===== src/logic/rcp_map.svh =====
// register offsets, field positions, reset values and counts of the reset and clock block
// Behaviour
// - Drive chip, core and system reset-request outputs on processor cycles.
// - Processor clock enable low stops the timer and the reset-request outputs; control register writes still take effect.
// - Timer counts synchronised timer-clock edges only when timer select is set.
// - Interconnect clock enable low freezes interconnect-side logic, except that an idle transfer stage still accepts a new request.
// - Integer ratio gives lower core-to-interconnect transfer latency than fractional.
// - Busy output, on interconnect ticks, high while any transaction is active.
// - Chip and system resets clear the whole block; core reset only the core.
// - Each reset is synchronised and stretched for eight interconnect cycles.
// - Core reset is always released last.
// - Debug status records the last reset cause, always the core reset.
// - Restore event repeats the reset sequence; not during active reconfiguration.
// - During configuration the block holds itself in reset, unless reconfiguration is active.
`ifndef RCP_MAP_SVH
`define RCP_MAP_SVH

`define RCP_OFF_CTRL        8'h00
`define RCP_OFF_STATUS      8'h04
`define RCP_OFF_DBG         8'h08
`define RCP_OFF_TIMER       8'h0C

`define RCP_CTRL_TCS_BIT    0
`define RCP_CTRL_REQ_LSB    1
`define RCP_DBG_CAUSE_LSB   0
`define RCP_DBG_SEEN_LSB    2
`define RCP_STAT_SEQ_LSB    0
`define RCP_STAT_BLK_BIT    2
`define RCP_STAT_CORE_BIT   3
`define RCP_STAT_PRUN_BIT   4
`define RCP_STAT_IRUN_BIT   5
`define RCP_STAT_BUSY_BIT   6
`define RCP_STAT_CKOFF_BIT  7
`define RCP_STAT_RATIO_BIT  8
`define RCP_STAT_IDLE_BIT   9

`define RCP_TCS_RESET       1'h0
`define RCP_REQ_RESET       3'h0
`define RCP_CAUSE_NONE      2'h0
`define RCP_CAUSE_CORE      2'h2
`define RCP_SEEN_RESET      3'h0
`define RCP_TIMER_RESET     32'h0000_0000

`define RCP_STRETCH_CYCLES  8
`define RCP_PEND_INTEGER    2'h1
`define RCP_PEND_FRACTIONAL 2'h2

`endif


===== src/logic/rcp_pkg.sv =====
// types shared by the reset and clock block
`include "rcp_map.svh"
package rcp_pkg;
    typedef enum logic [1:0] {
        SQ_BLOCK = 2'b00,
        SQ_CORE  = 2'b01,
        SQ_RUN   = 2'b11,
        SQ_CFG   = 2'b10
    } rcp_seq_e;

    typedef struct packed {
        logic [7:0]  addr;
        logic [31:0] wdata;
        logic        wr;
        logic        rd;
    } rcp_bus_s;

    typedef struct packed {
        logic sys_bus;
        logic dma;
        logic mem;
    } rcp_activity_s;

    typedef struct packed {
        logic chip;
        logic core;
        logic system;
        logic pen;
        logic ic_en;
        logic ratio_int;
        logic clk_off;
        logic timer;
        logic cfg;
        logic reconf;
        logic restore;
    } rcp_pins_s;

    typedef struct packed {
        logic [4:0] cnt;
        logic       odd;
        logic       tick;
    } rcp_div_s;

    typedef struct packed {
        rcp_seq_e    seq;
        logic [2:0]  cnt;
        logic        timer_clock_select;
        logic [2:0]  req_ctrl;
        logic [2:0]  req_out;
        logic        blk_rst;
        logic        core_rst;
        logic        proc_run;
        logic        ic_run;
        logic        busy;
        logic [1:0]  cause;
        logic [2:0]  seen;
        logic [1:0]  pend;
        logic        issue;
        logic        xfer_idle;
        logic        timer_prev;
        logic        restore_prev;
        logic [31:0] timer;
        logic [31:0] rdata;
    } rcp_state_s;
endpackage : rcp_pkg


===== src/logic/rcp_sync.sv =====
// two flip-flop synchroniser for a bundle of asynchronous pins
`timescale 1ns/1ps
module rcp_sync #(
    parameter int unsigned WIDTH = 1
) (
    // clock and reset
    input wire logic             core_clk,
    input wire logic             reset,
    // asynchronous pins and their synchronised copy
    input wire logic [WIDTH-1:0] d_in,
    output logic     [WIDTH-1:0] q_out
);
    logic [WIDTH-1:0] meta_reg;
    logic [WIDTH-1:0] stable_reg;

    // first stage feeds only the second
    always_ff @(posedge core_clk) begin
        if (reset) begin
            meta_reg   <= '0;
            stable_reg <= '0;
        end else begin
            meta_reg   <= d_in;
            stable_reg <= meta_reg;
        end
    end

    assign q_out = stable_reg;
endmodule : rcp_sync


===== src/logic/rcp_ratio_div.sv =====
// interconnect tick divider for integer and fractional clock ratios
`timescale 1ns/1ps
module rcp_ratio_div
    import rcp_pkg::*;
#(
    parameter int unsigned RATIO_N = 2
) (
    // clock and reset
    input wire logic core_clk,
    input wire logic reset,
    // ratio mode and tick
    input wire logic integer_mode,
    output logic     tick
);
    localparam logic [4:0] LIMIT_INT = 5'(RATIO_N - 1);
    localparam logic [4:0] LIMIT_ODD = 5'(RATIO_N);

    rcp_div_s st_reg;
    rcp_div_s st_next;
    logic [4:0] limit;

    // fractional mode alternates N and N+1 cycles, averaging (2N+1)/2
    always_comb begin
        st_next      = st_reg;
        limit        = (!integer_mode && st_reg.odd) ? LIMIT_ODD : LIMIT_INT;
        st_next.tick = 1'b0;
        if (st_reg.cnt >= limit) begin
            st_next.cnt  = '0;
            st_next.odd  = ~st_reg.odd;
            st_next.tick = 1'b1;
        end else begin
            st_next.cnt = st_reg.cnt + 5'h01;
        end
    end

    always_ff @(posedge core_clk) begin
        if (reset) begin
            st_reg <= '0;
        end else begin
            st_reg <= st_next;
        end
    end

    assign tick = st_reg.tick;
endmodule : rcp_ratio_div


===== src/logic/rcp_top.sv =====
// reset sequencer, clock enables, busy and timer logic of the processor block
`timescale 1ns/1ps
`include "rcp_map.svh"
module rcp_top
    import rcp_pkg::*;
#(
    parameter int unsigned RATIO_N = 2
) (
    // clock and reset
    input wire logic          core_clk,
    input wire logic          reset,
    // asynchronous reset pins
    input wire logic          chip_reset_in,
    input wire logic          core_reset_in,
    input wire logic          system_reset_in,
    // clock control pins
    input wire logic          processor_clock_enable,
    input wire logic          interconnect_clock_enable,
    input wire logic          integer_ratio_select,
    input wire logic          core_clock_off_indication,
    input wire logic          timer_clock_in,
    // configuration pins
    input wire logic          config_active_in,
    input wire logic          reconfig_active_in,
    input wire logic          global_restore_in,
    // activity sources and core transfer requests
    input rcp_activity_s      activity_in,
    input wire logic          xfer_req_in,
    // register port
    input rcp_bus_s           bus_in,
    output logic [31:0]       rd_data_out,
    // reset requests
    output logic              chip_reset_request_out,
    output logic              core_reset_request_out,
    output logic              system_reset_request_out,
    // sequenced resets and enables
    output logic              block_reset_out,
    output logic              core_reset_out,
    output logic              processor_run_out,
    output logic              interconnect_run_out,
    // interconnect side
    output logic              interconnect_busy_out,
    output logic              xfer_issue_out,
    output logic              xfer_idle_out
);
    localparam logic [2:0] STRETCH_LAST = 3'(`RCP_STRETCH_CYCLES - 1);

    rcp_state_s st_reg;
    rcp_state_s st_next;
    rcp_pins_s  pins_raw;
    rcp_pins_s  pins_s;
    logic       div_tick;
    logic       ic_tick;
    logic       blk_req;
    logic       restore_edge;
    logic       timer_step;
    logic [31:0] status_word;

    function automatic logic is_block_state(input rcp_seq_e s);
        is_block_state = (s == SQ_BLOCK) || (s == SQ_CFG);
    endfunction : is_block_state

    assign pins_raw = '{chip: chip_reset_in, core: core_reset_in, system: system_reset_in,
                        pen: processor_clock_enable, ic_en: interconnect_clock_enable,
                        ratio_int: integer_ratio_select, clk_off: core_clock_off_indication,
                        timer: timer_clock_in, cfg: config_active_in,
                        reconf: reconfig_active_in, restore: global_restore_in};

    rcp_sync #(
        .WIDTH ($bits(rcp_pins_s))
    ) u_sync (
        .core_clk (core_clk),
        .reset    (reset),
        .d_in     (pins_raw),
        .q_out    (pins_s)
    );

    rcp_ratio_div #(
        .RATIO_N (RATIO_N)
    ) u_div (
        .core_clk     (core_clk),
        .reset        (reset),
        .integer_mode (pins_s.ratio_int),
        .tick         (div_tick)
    );

    assign ic_tick      = div_tick & pins_s.ic_en;
    assign restore_edge = pins_s.restore & ~st_reg.restore_prev & ~pins_s.reconf;
    assign blk_req      = pins_s.chip | pins_s.system | restore_edge;
    assign timer_step   = st_reg.timer_clock_select ? (pins_s.timer & ~st_reg.timer_prev) : 1'b1;

    always_comb begin
        status_word = '0;
        status_word[`RCP_STAT_SEQ_LSB +: 2] = st_reg.seq;
        status_word[`RCP_STAT_BLK_BIT]      = st_reg.blk_rst;
        status_word[`RCP_STAT_CORE_BIT]     = st_reg.core_rst;
        status_word[`RCP_STAT_PRUN_BIT]     = st_reg.proc_run;
        status_word[`RCP_STAT_IRUN_BIT]     = st_reg.ic_run;
        status_word[`RCP_STAT_BUSY_BIT]     = st_reg.busy;
        status_word[`RCP_STAT_CKOFF_BIT]    = pins_s.clk_off;
        status_word[`RCP_STAT_RATIO_BIT]    = pins_s.ratio_int;
        status_word[`RCP_STAT_IDLE_BIT]     = st_reg.xfer_idle;
    end

    always_comb begin
        st_next              = st_reg;
        st_next.rdata        = '0;
        st_next.issue        = 1'b0;
        st_next.timer_prev   = pins_s.timer;
        st_next.restore_prev = pins_s.restore;

        // reset sequencer: block reset stretched, then core reset stretched
        case (st_reg.seq)
            SQ_CFG: begin
                st_next.seq = SQ_BLOCK;
                st_next.cnt = '0;
            end
            SQ_BLOCK: begin
                if (blk_req) begin
                    st_next.cnt = '0;
                end else if (ic_tick) begin
                    if (st_reg.cnt == STRETCH_LAST) begin
                        st_next.seq = SQ_CORE;
                        st_next.cnt = '0;
                    end else begin
                        st_next.cnt = st_reg.cnt + 3'h1;
                    end
                end
            end
            SQ_CORE: begin
                if (blk_req) begin
                    st_next.seq = SQ_BLOCK;
                    st_next.cnt = '0;
                end else if (pins_s.core) begin
                    st_next.cnt = '0;
                end else if (ic_tick) begin
                    if (st_reg.cnt == STRETCH_LAST) begin
                        st_next.seq   = SQ_RUN;
                        st_next.cause = `RCP_CAUSE_CORE;
                    end else begin
                        st_next.cnt = st_reg.cnt + 3'h1;
                    end
                end
            end
            SQ_RUN: begin
                if (blk_req) begin
                    st_next.seq = SQ_BLOCK;
                    st_next.cnt = '0;
                end else if (pins_s.core) begin
                    st_next.seq = SQ_CORE;
                    st_next.cnt = '0;
                end
            end
            default: begin
                st_next.seq = SQ_BLOCK;
                st_next.cnt = '0;
            end
        endcase
        // configuration holds everything in reset unless reconfiguring live
        if (pins_s.cfg && !pins_s.reconf) begin
            st_next.seq = SQ_CFG;
            st_next.cnt = '0;
        end

        st_next.blk_rst  = is_block_state(st_next.seq);
        st_next.core_rst = (st_next.seq != SQ_RUN);
        st_next.proc_run = pins_s.pen & (st_next.seq == SQ_RUN);
        st_next.ic_run   = pins_s.ic_en;

        // sources seen since software last cleared them; a new one wins over the clear
        if (bus_in.wr && bus_in.addr == `RCP_OFF_DBG) begin
            st_next.seen = st_reg.seen & ~bus_in.wdata[`RCP_DBG_SEEN_LSB +: 3];
        end
        st_next.seen = st_next.seen | {pins_s.chip, pins_s.core, pins_s.system};

        // processor-side state, advanced only on running processor cycles
        if (st_reg.core_rst) begin
            st_next.timer    = `RCP_TIMER_RESET;
            st_next.req_ctrl = `RCP_REQ_RESET;
            st_next.req_out  = `RCP_REQ_RESET;
        end else if (st_reg.proc_run) begin
            st_next.req_out = st_reg.req_ctrl;
            if (timer_step) begin
                st_next.timer = st_reg.timer + 32'h0000_0001;
            end
        end
        if (bus_in.wr && bus_in.addr == `RCP_OFF_CTRL) begin
            st_next.timer_clock_select = bus_in.wdata[`RCP_CTRL_TCS_BIT];
            if (!st_reg.core_rst) begin
                st_next.req_ctrl = bus_in.wdata[`RCP_CTRL_REQ_LSB +: 3];
            end
        end

        // core-to-interconnect transfer: fractional ratio costs one extra tick
        if (st_reg.blk_rst) begin
            st_next.pend = '0;
        end else if (st_reg.pend == 2'h0) begin
            if (xfer_req_in) begin
                st_next.pend = pins_s.ratio_int ? `RCP_PEND_INTEGER
                                                : `RCP_PEND_FRACTIONAL;
            end
        end else if (ic_tick) begin
            st_next.pend  = st_reg.pend - 2'h1;
            st_next.issue = (st_reg.pend == 2'h1);
        end
        st_next.xfer_idle = (st_next.pend == 2'h0);

        if (ic_tick) begin
            st_next.busy = activity_in.sys_bus | activity_in.dma | activity_in.mem
                         | (st_reg.pend != 2'h0);
        end

        if (bus_in.rd) begin
            case (bus_in.addr)
                `RCP_OFF_CTRL: begin
                    st_next.rdata[`RCP_CTRL_TCS_BIT]      = st_reg.timer_clock_select;
                    st_next.rdata[`RCP_CTRL_REQ_LSB +: 3] = st_reg.req_ctrl;
                end
                `RCP_OFF_STATUS: begin
                    st_next.rdata = status_word;
                end
                `RCP_OFF_DBG: begin
                    st_next.rdata[`RCP_DBG_CAUSE_LSB +: 2] = st_reg.cause;
                    st_next.rdata[`RCP_DBG_SEEN_LSB +: 3]  = st_reg.seen;
                end
                `RCP_OFF_TIMER: begin
                    st_next.rdata = st_reg.timer;
                end
                default: begin
                    st_next.rdata = '0;
                end
            endcase
        end
    end

    always_ff @(posedge core_clk) begin
        if (reset) begin
            st_reg              <= '0;
            st_reg.seq          <= SQ_BLOCK;
            st_reg.timer_clock_select          <= `RCP_TCS_RESET;
            st_reg.req_ctrl     <= `RCP_REQ_RESET;
            st_reg.req_out      <= `RCP_REQ_RESET;
            st_reg.blk_rst      <= 1'b1;
            st_reg.core_rst     <= 1'b1;
            st_reg.cause        <= `RCP_CAUSE_NONE;
            st_reg.seen         <= `RCP_SEEN_RESET;
            st_reg.xfer_idle    <= 1'b1;
            st_reg.timer        <= `RCP_TIMER_RESET;
        end else begin
            st_reg <= st_next;
        end
    end

    assign rd_data_out              = st_reg.rdata;
    assign chip_reset_request_out   = st_reg.req_out[2];
    assign core_reset_request_out   = st_reg.req_out[1];
    assign system_reset_request_out = st_reg.req_out[0];
    assign block_reset_out          = st_reg.blk_rst;
    assign core_reset_out           = st_reg.core_rst;
    assign processor_run_out        = st_reg.proc_run;
    assign interconnect_run_out     = st_reg.ic_run;
    assign interconnect_busy_out    = st_reg.busy;
    assign xfer_issue_out           = st_reg.issue;
    assign xfer_idle_out            = st_reg.xfer_idle;
endmodule : rcp_top


===== config.mk =====
export PLATFORM = sky130hd
export DESIGN_NAME = rcp_top
export DESIGN_NICKNAME = d
export VERILOG_FILES = /design/src/logic/rcp_pkg.sv /design/src/logic/rcp_sync.sv /design/src/logic/rcp_ratio_div.sv /design/src/logic/rcp_top.sv
export VERILOG_INCLUDE_DIRS = /design/src /design/src/logic
export SDC_FILE = /design/constraint.sdc
export NUM_CORES = 1
export LEC_CHECK = 0
export ABC_AREA = 1
export BUFFER_PORTS_ARGS = -buffer_cell sky130_fd_sc_hd__clkbuf_2
export CAP_MARGIN = 25
export CORE_MARGIN = 1.5
export CORE_UTILIZATION = 55
export CTS_BUF_LIST = sky130_fd_sc_hd__clkbuf_8 sky130_fd_sc_hd__clkbuf_16
export DETAILED_ROUTE_END_ITERATION = 10
export GPL_TIMING_DRIVEN = 0
export PLACE_DENSITY = 0.86
export SETUP_SLACK_MARGIN = 0.1
export SKIP_CTS_REPAIR_TIMING = 1
export SLEW_MARGIN = 20
export SYNTH_ARGS = -nofsm -noshare
export SYNTH_HDL_FRONTEND = slang
export SYNTH_HIERARCHICAL = 1
export SYNTH_SLANG_ARGS = --single-unit

===== constraint.sdc =====
create_clock -name core_clk -period 1.8 [get_ports core_clk]
set_clock_uncertainty 0.15 [all_clocks]
set_input_delay 0.36 -clock core_clk [delete_from_list [all_inputs] [get_ports core_clk]]
set_output_delay 0.36 -clock core_clk [all_outputs]
set_load 0.02 [all_outputs]

Yosys cells after proc, flatten, opt, wreduce, memory -nomap -nowiden
Cells that the tools add are included.

word-level totals
  bits in registers = 120
  bits in latches = 0
  memory bits (writable) = 0
  memory bits (read-only) = 0
  input port bits = 59
  output and inout bits = 42
  word-level logic and storage cells = 116
  memories = 0

operators by class
  add/sub/neg operators = 4
  $mul = 0
  div/mod/pow operators = 0
  magnitude comparators = 1
  equal/unequal tests = 15
  shift operators = 0
  mux-type cells = 30
  bitwise operators = 21
  reductions and logical operators = 21

operator list
  cell                                            count
  case mux 27 bit (2 select lines)                1
  adder 32 x 1 -> 32 bit (second input constant)  1
  2-to-1 mux 5 bit                                6
  2-to-1 mux 3 bit                                9
  case mux 5 bit (4 select lines)                 1
  2-to-1 mux 2 bit                                9
  == test 8 x 4 -> 1 bit (second input constant)  2
  case mux 4 bit (4 select lines)                 1
  == test 2 bit (second input constant)           4
  == test 8 x 3 -> 1 bit (second input constant)  1
  zero test 2 bit                                 4
  zero test 8 bit                                 1
  != test 4 x 3 -> 1 bit (second input constant)  2
  NOT 1 bit                                       8
  OR reduction 2 bit                              4
  adder 5 x 1 -> 5 bit (second input constant)    1
  bitwise AND 1 bit                               5
  greater-or-equal comparator 5 bit               1
  OR 1 bit                                        5
  AND reduction 5 bit                             1
  == test 2 x 1 -> 1 bit (second input constant)  2
  logical AND 1 bit                               4
  AND reduction 4 bit                             1
  OR reduction 4 bit                              1
  15 further kinds                                17

Longest topological paths before layout
  depth in word-level cells = 9
  mapped depth = 11
  mapped depth without buffers = 11

Modules after synthesis
Netlist, hierarchy kept.

modules (own cells, without submodules)
  module         times used  cells an instance  area an instance (um2)
  rcp_top        1           606                4351.7
  rcp_sync       1           68                 628.1
  rcp_ratio_div  1           36                 306.5

Least setup slack after synthesis
OpenSTA, ideal clock, no wires.

  path type = register -> register
  start point = register st_reg[33] (netlist name)
  end point = register st_reg[60] (netlist name)
  library setup time = 0.113 ns
  arrival = 1.297 ns
  slack = 0.241 ns
  cell stages (with the launch flop) = 11
  path buffers = 0
  clock period less this slack = 1.559 ns
  cell sequence = dfxtp_1 > ha_1 > nand2_1 > nor2_1 > nand2_1 > nor2_2 > nand2_4 > nor2_4 > nand2_1 > nor2_1 > nor2_1

between the ends
  cells in the longest elaborated chain, start to end = 1

ends and longest elaborated chain
  item                    RTL line        RTL
  start, declared         rcp_top.sv:48   rcp_state_s st_reg;
  start signal, assigned  rcp_top.sv:250  st_reg <= st_next;
  adder 32 x 1 -> 32 bit  rcp_top.sv:184  st_next.timer = st_reg.timer + 32'h0000_0001;

No other way between the ends.
A chain may end at the register's enable or synchronous reset.

Worst setup path in the final report
  start point = register st_reg[87] (netlist name)
  end point = register st_reg, in the netlist processor_run_out

between the ends
  cells in the longest elaborated chain, start to end = 9
  elaborated cells on any way between the ends = 12
  classes of those cells = 2 x eq/ne; 9 x mux; 1 x bitwise

ends and longest elaborated chain
  item                                 RTL line                        RTL
  == test 3 bit (*)                    rcp_top.sv:122, rcp_top.sv:137
  2-to-1 mux 2 bit                     rcp_top.sv:137                  if (st_reg.cnt == STRETCH_LAST) begin
  2-to-1 mux 5 bit                     rcp_top.sv:136                  end else if (ic_tick) begin
  2-to-1 mux 2 bit                     rcp_top.sv:134                  end else if (pins_s.core) begin
  2-to-1 mux 5 bit                     rcp_top.sv:131                  if (blk_req) begin
  case mux 5 bit (4 select lines) (*)  rcp_top.sv:113                  case (st_reg.seq)
  2-to-1 mux 5 bit (*)                 rcp_top.sv:160                  if (pins_s.cfg && !pins_s.reconf) begin
  == test 2 bit (*)                    rcp_top.sv:167                  st_next.proc_run = pins_s.pen & (st_next.seq == SQ_RUN);
  bitwise AND 1 bit (*)                rcp_top.sv:167

Mark *: on every way between the ends. The rest lies on a longest branch, timed or not. The select of a mux whose other input is x is not followed.

==> results.txt <==
Routed wire length per instance -> 13.7 µm
Final setup TNS -> 0 ns
P_leak -> 2.92 nW
Area of the core -> 9280 µm²
CTS max path bufs -> 2
Num ports -> 101
Maximum fanout along the worst path -> 4
Max-slew violations -> 0
Die height -> 101 µm
Final worst-path cycle share -> 0.940
Switching part of the total -> 0.218
Vias per cell -> 5.17
Final min period -> 1.69 ns
First-pass GRT wire length -> 20.5 mm
Avg Cell Area, Syn -> 7.45 µm²
Syn Inst Count -> 710
Critical Path Source -> st_reg[87]$_SDFFE_PP0P_
Status -> complete, but fails checks
Layout cells sized above 1 -> 0.249
Hold_ws -> -0.0303 ns
Total GRT Usage -> 0.258
Register bit total from synthesis -> 120
Worst-Skew Late Latency -> 0.52 ns
Clk slew on worst S/H paths -> 0.06 ns
Top cells by area, synth -> dfxtp_1 (45%), inv_1 (8.2%), nand2_1 (7.7%), nor2_1 (7.0%), buf_4 (4.7%)
Initial Util -> 0.569
Crit-path max cell delay -> 0.36 ns
Total Nets Final -> 886
Num rows -> 35
Worst path required time -> 2.10 ns
Clock Power Share -> 0.548
Drc violations -> 0
Die width -> 101 µm
Synth Area in XOR/XNOR -> 0.00166
Netlist Area Pre-Place -> 5290 µm²
Crit path arrival time -> 1.99 ns
Core Util, Final -> 0.719
Most used DFF post-synth -> dfxtp_1
DIE AREA -> 10200 µm²
Sequential share of the synthesized area -> 0.454
DR iter-0 viols -> 290
CTS tree -> built
RSZ-0062 raised after global routing -> yes
Sequential share of power -> 0.414
Compound-Gate Fraction of Synth Area -> 0.0817
Worst hold path class -> input port to flip-flop
GR Overflow Total -> 0
Combinational share of power -> 0.038
Post-synth EDFFs -> 0
Largest net degree at the start of global routing -> 17
Largest family of logic cells by synthesized area -> simple AND/OR/NAND/NOR gates
Post-DP HPWL -> 8.53 mm
Final WL -> 13.2 mm
F_max -> 591 MHz
H-tree levels -> 4
Top cell type by total area after synthesis -> dfxtp_1
Reg2reg start -> st_reg[87]$_SDFFE_PP0P_
Critical path, cell by cell -> ha_1, ha_2, inv_1, nor3_1, o21ai_1, nor2_2, nand2_1, nor2_1
Antenna Violating Nets Remaining -> 0
Netlist cell types -> 35
Switching power -> 1.43 mW
CTS Buf Count -> 17
Slowest CP cell -> dfxtp_4
Vias in the first global route -> 4620
IO Port Bufs -> 72
Post-Synth Simple-Gate Area -> 0.297
Ant. Diodes -> 0
Max VDD drop -> 874 µV
Antenna violations before repair -> 0
Synth warn -> 6
CTS Root Cell -> clkbuf_8
Routability cong. -> 0.894
Most frequent cells in the layout -> inv_1 (116), dfxtp_1 (112), nand2_1 (107), nor2_1 (93), clkbuf_2 (74)
Internal power -> 5.13 mW
Post-synthesis async set-or-reset flop share -> 0
Area Growth Syn to Fin -> 26.3%
Number of flip-flops in the largest register -> 49
Total power per unit cell area -> 983 nW/µm²
Routed vias -> 4964
Most common cell after layout, fill and taps aside -> inv_1
Startpoint Class -> flip-flop
Clk sinks -> 120
Max-cap violation count -> 0
Hold path startpoint -> bus_in[3]
Adder-cell area share of the yosys netlist -> 0.0189
Post-synthesis mux area share -> 0
Failing checks -> negative hold slack
Final hold vios -> 2
Fillers -> 668
Setup violators final -> 0
Pre-antenna DRT Iters -> 7
Synth top area share -> 0.454
Crit. End Element -> flip-flop
Worst setup path class -> flip-flop to flip-flop
-- Yosys cell counts (3+ instances only) --
master / number
ha_1: 8
nor2_2: 6
nand2_1: 109
buf_4: 33
a21oi_1: 39
dfxtp_1: 120
clkbuf_1: 5
nor3_1: 35
inv_2: 5
inv_1: 116
nand4_1: 14
nor2_4: 10
a31oi_1: 3
nand2_2: 8
nand2_4: 4
nor2_1: 99
o21ai_0: 34
nand3_1: 37
buf_2: 3
-- power by group through the flow --
stage          Combinational [mW]  Clock (mW)  Sequential [mW]
2_1_floorplan               0.132           0             2.77
6_report                    0.246        3.60             2.72
4_1_cts                     0.209        3.61             2.72
3_3_place_gp                0.195           0             2.78
3_5_place_dp                0.205           0             2.78
5_1_grt                     0.274        3.74             2.72
-- per-stage QoR --
stage | power [mW] | setup WS (ns) | instances | area, µm²
3_5_place_dp | 2.98 | -0.0336 | 912 | 5810
3_3_place_gp | 2.97 | -0.00784 | 912 | 5810
4_1_cts | 6.54 | -0.0503 | 944 | 6440
2_1_floorplan | 2.90 | 0.241 | 711 | 5290
6_report | 6.56 | 0.108 | 961 | 6680
5_1_grt | 6.73 | 0.0200 | 961 | 6680
-- worst paths after layout --
path / slack (ns) / end / cells past startpoint
setup / recovery: 0.11 / processor_run_out$_SDFF_PP0_ / 8
hold / removal: -0.03 / st_reg[83]$_SDFF_PP0_ / 3
setup reg to reg: 0.11 / processor_run_out$_SDFF_PP0_ / 8
hold reg to reg: 0.25 / u_sync/q_out[7]$_SDFF_PP0_ / 2
-- worst max-delay path: cells and delay by family (launching register included) --
kind                     cells  cell delay (ns)
AND/OR/NAND/NOR              4             0.58
flip-flops                   1             0.36
AO/OA/AOI/OAI                1             0.10
buffers and inverters        1             0.08
adder cells (fa/ha/maj)      2             0.34
-- routing by layer --
layer / up-vias / global-route usage / routed length [µm] / part of all wire
met5: - / 0 / 0 / 0
li1: 2425 / - / - / -
met1: 2281 / 0.295 / 5070 / 0.38
met3: 45 / 0.0562 / 853 / 0.065
met4: 0 / 0.124 / 403 / 0.031
met2: 213 / 0.454 / 6880 / 0.52
-- kinds of logic (layout without fill, tap and decap cells) --
family,count (synthesis),after routing
AND/OR/NAND/NOR,331,331
buffers and inverters,167,288
adder cells (fa/ha/maj),8,8
flip-flops,120,120
other,1,2
XOR/XNOR,1,1
AO/OA/AOI/OAI,82,82
-- area by class of cell --
class	instances	area (µm²)	share of cell area
timing repair buffer	89	523	0.0784
sequential	120	2420	0.362
clock buffer	19	442	0.0662
buffer	44	313	0.0469
multi-input combinational	424	2170	0.324
clock inverter	13	191	0.0287
inverter	123	462	0.0692
tap	129	161	0.0242
No activity file was read; power rests on OpenSTA's default activity.
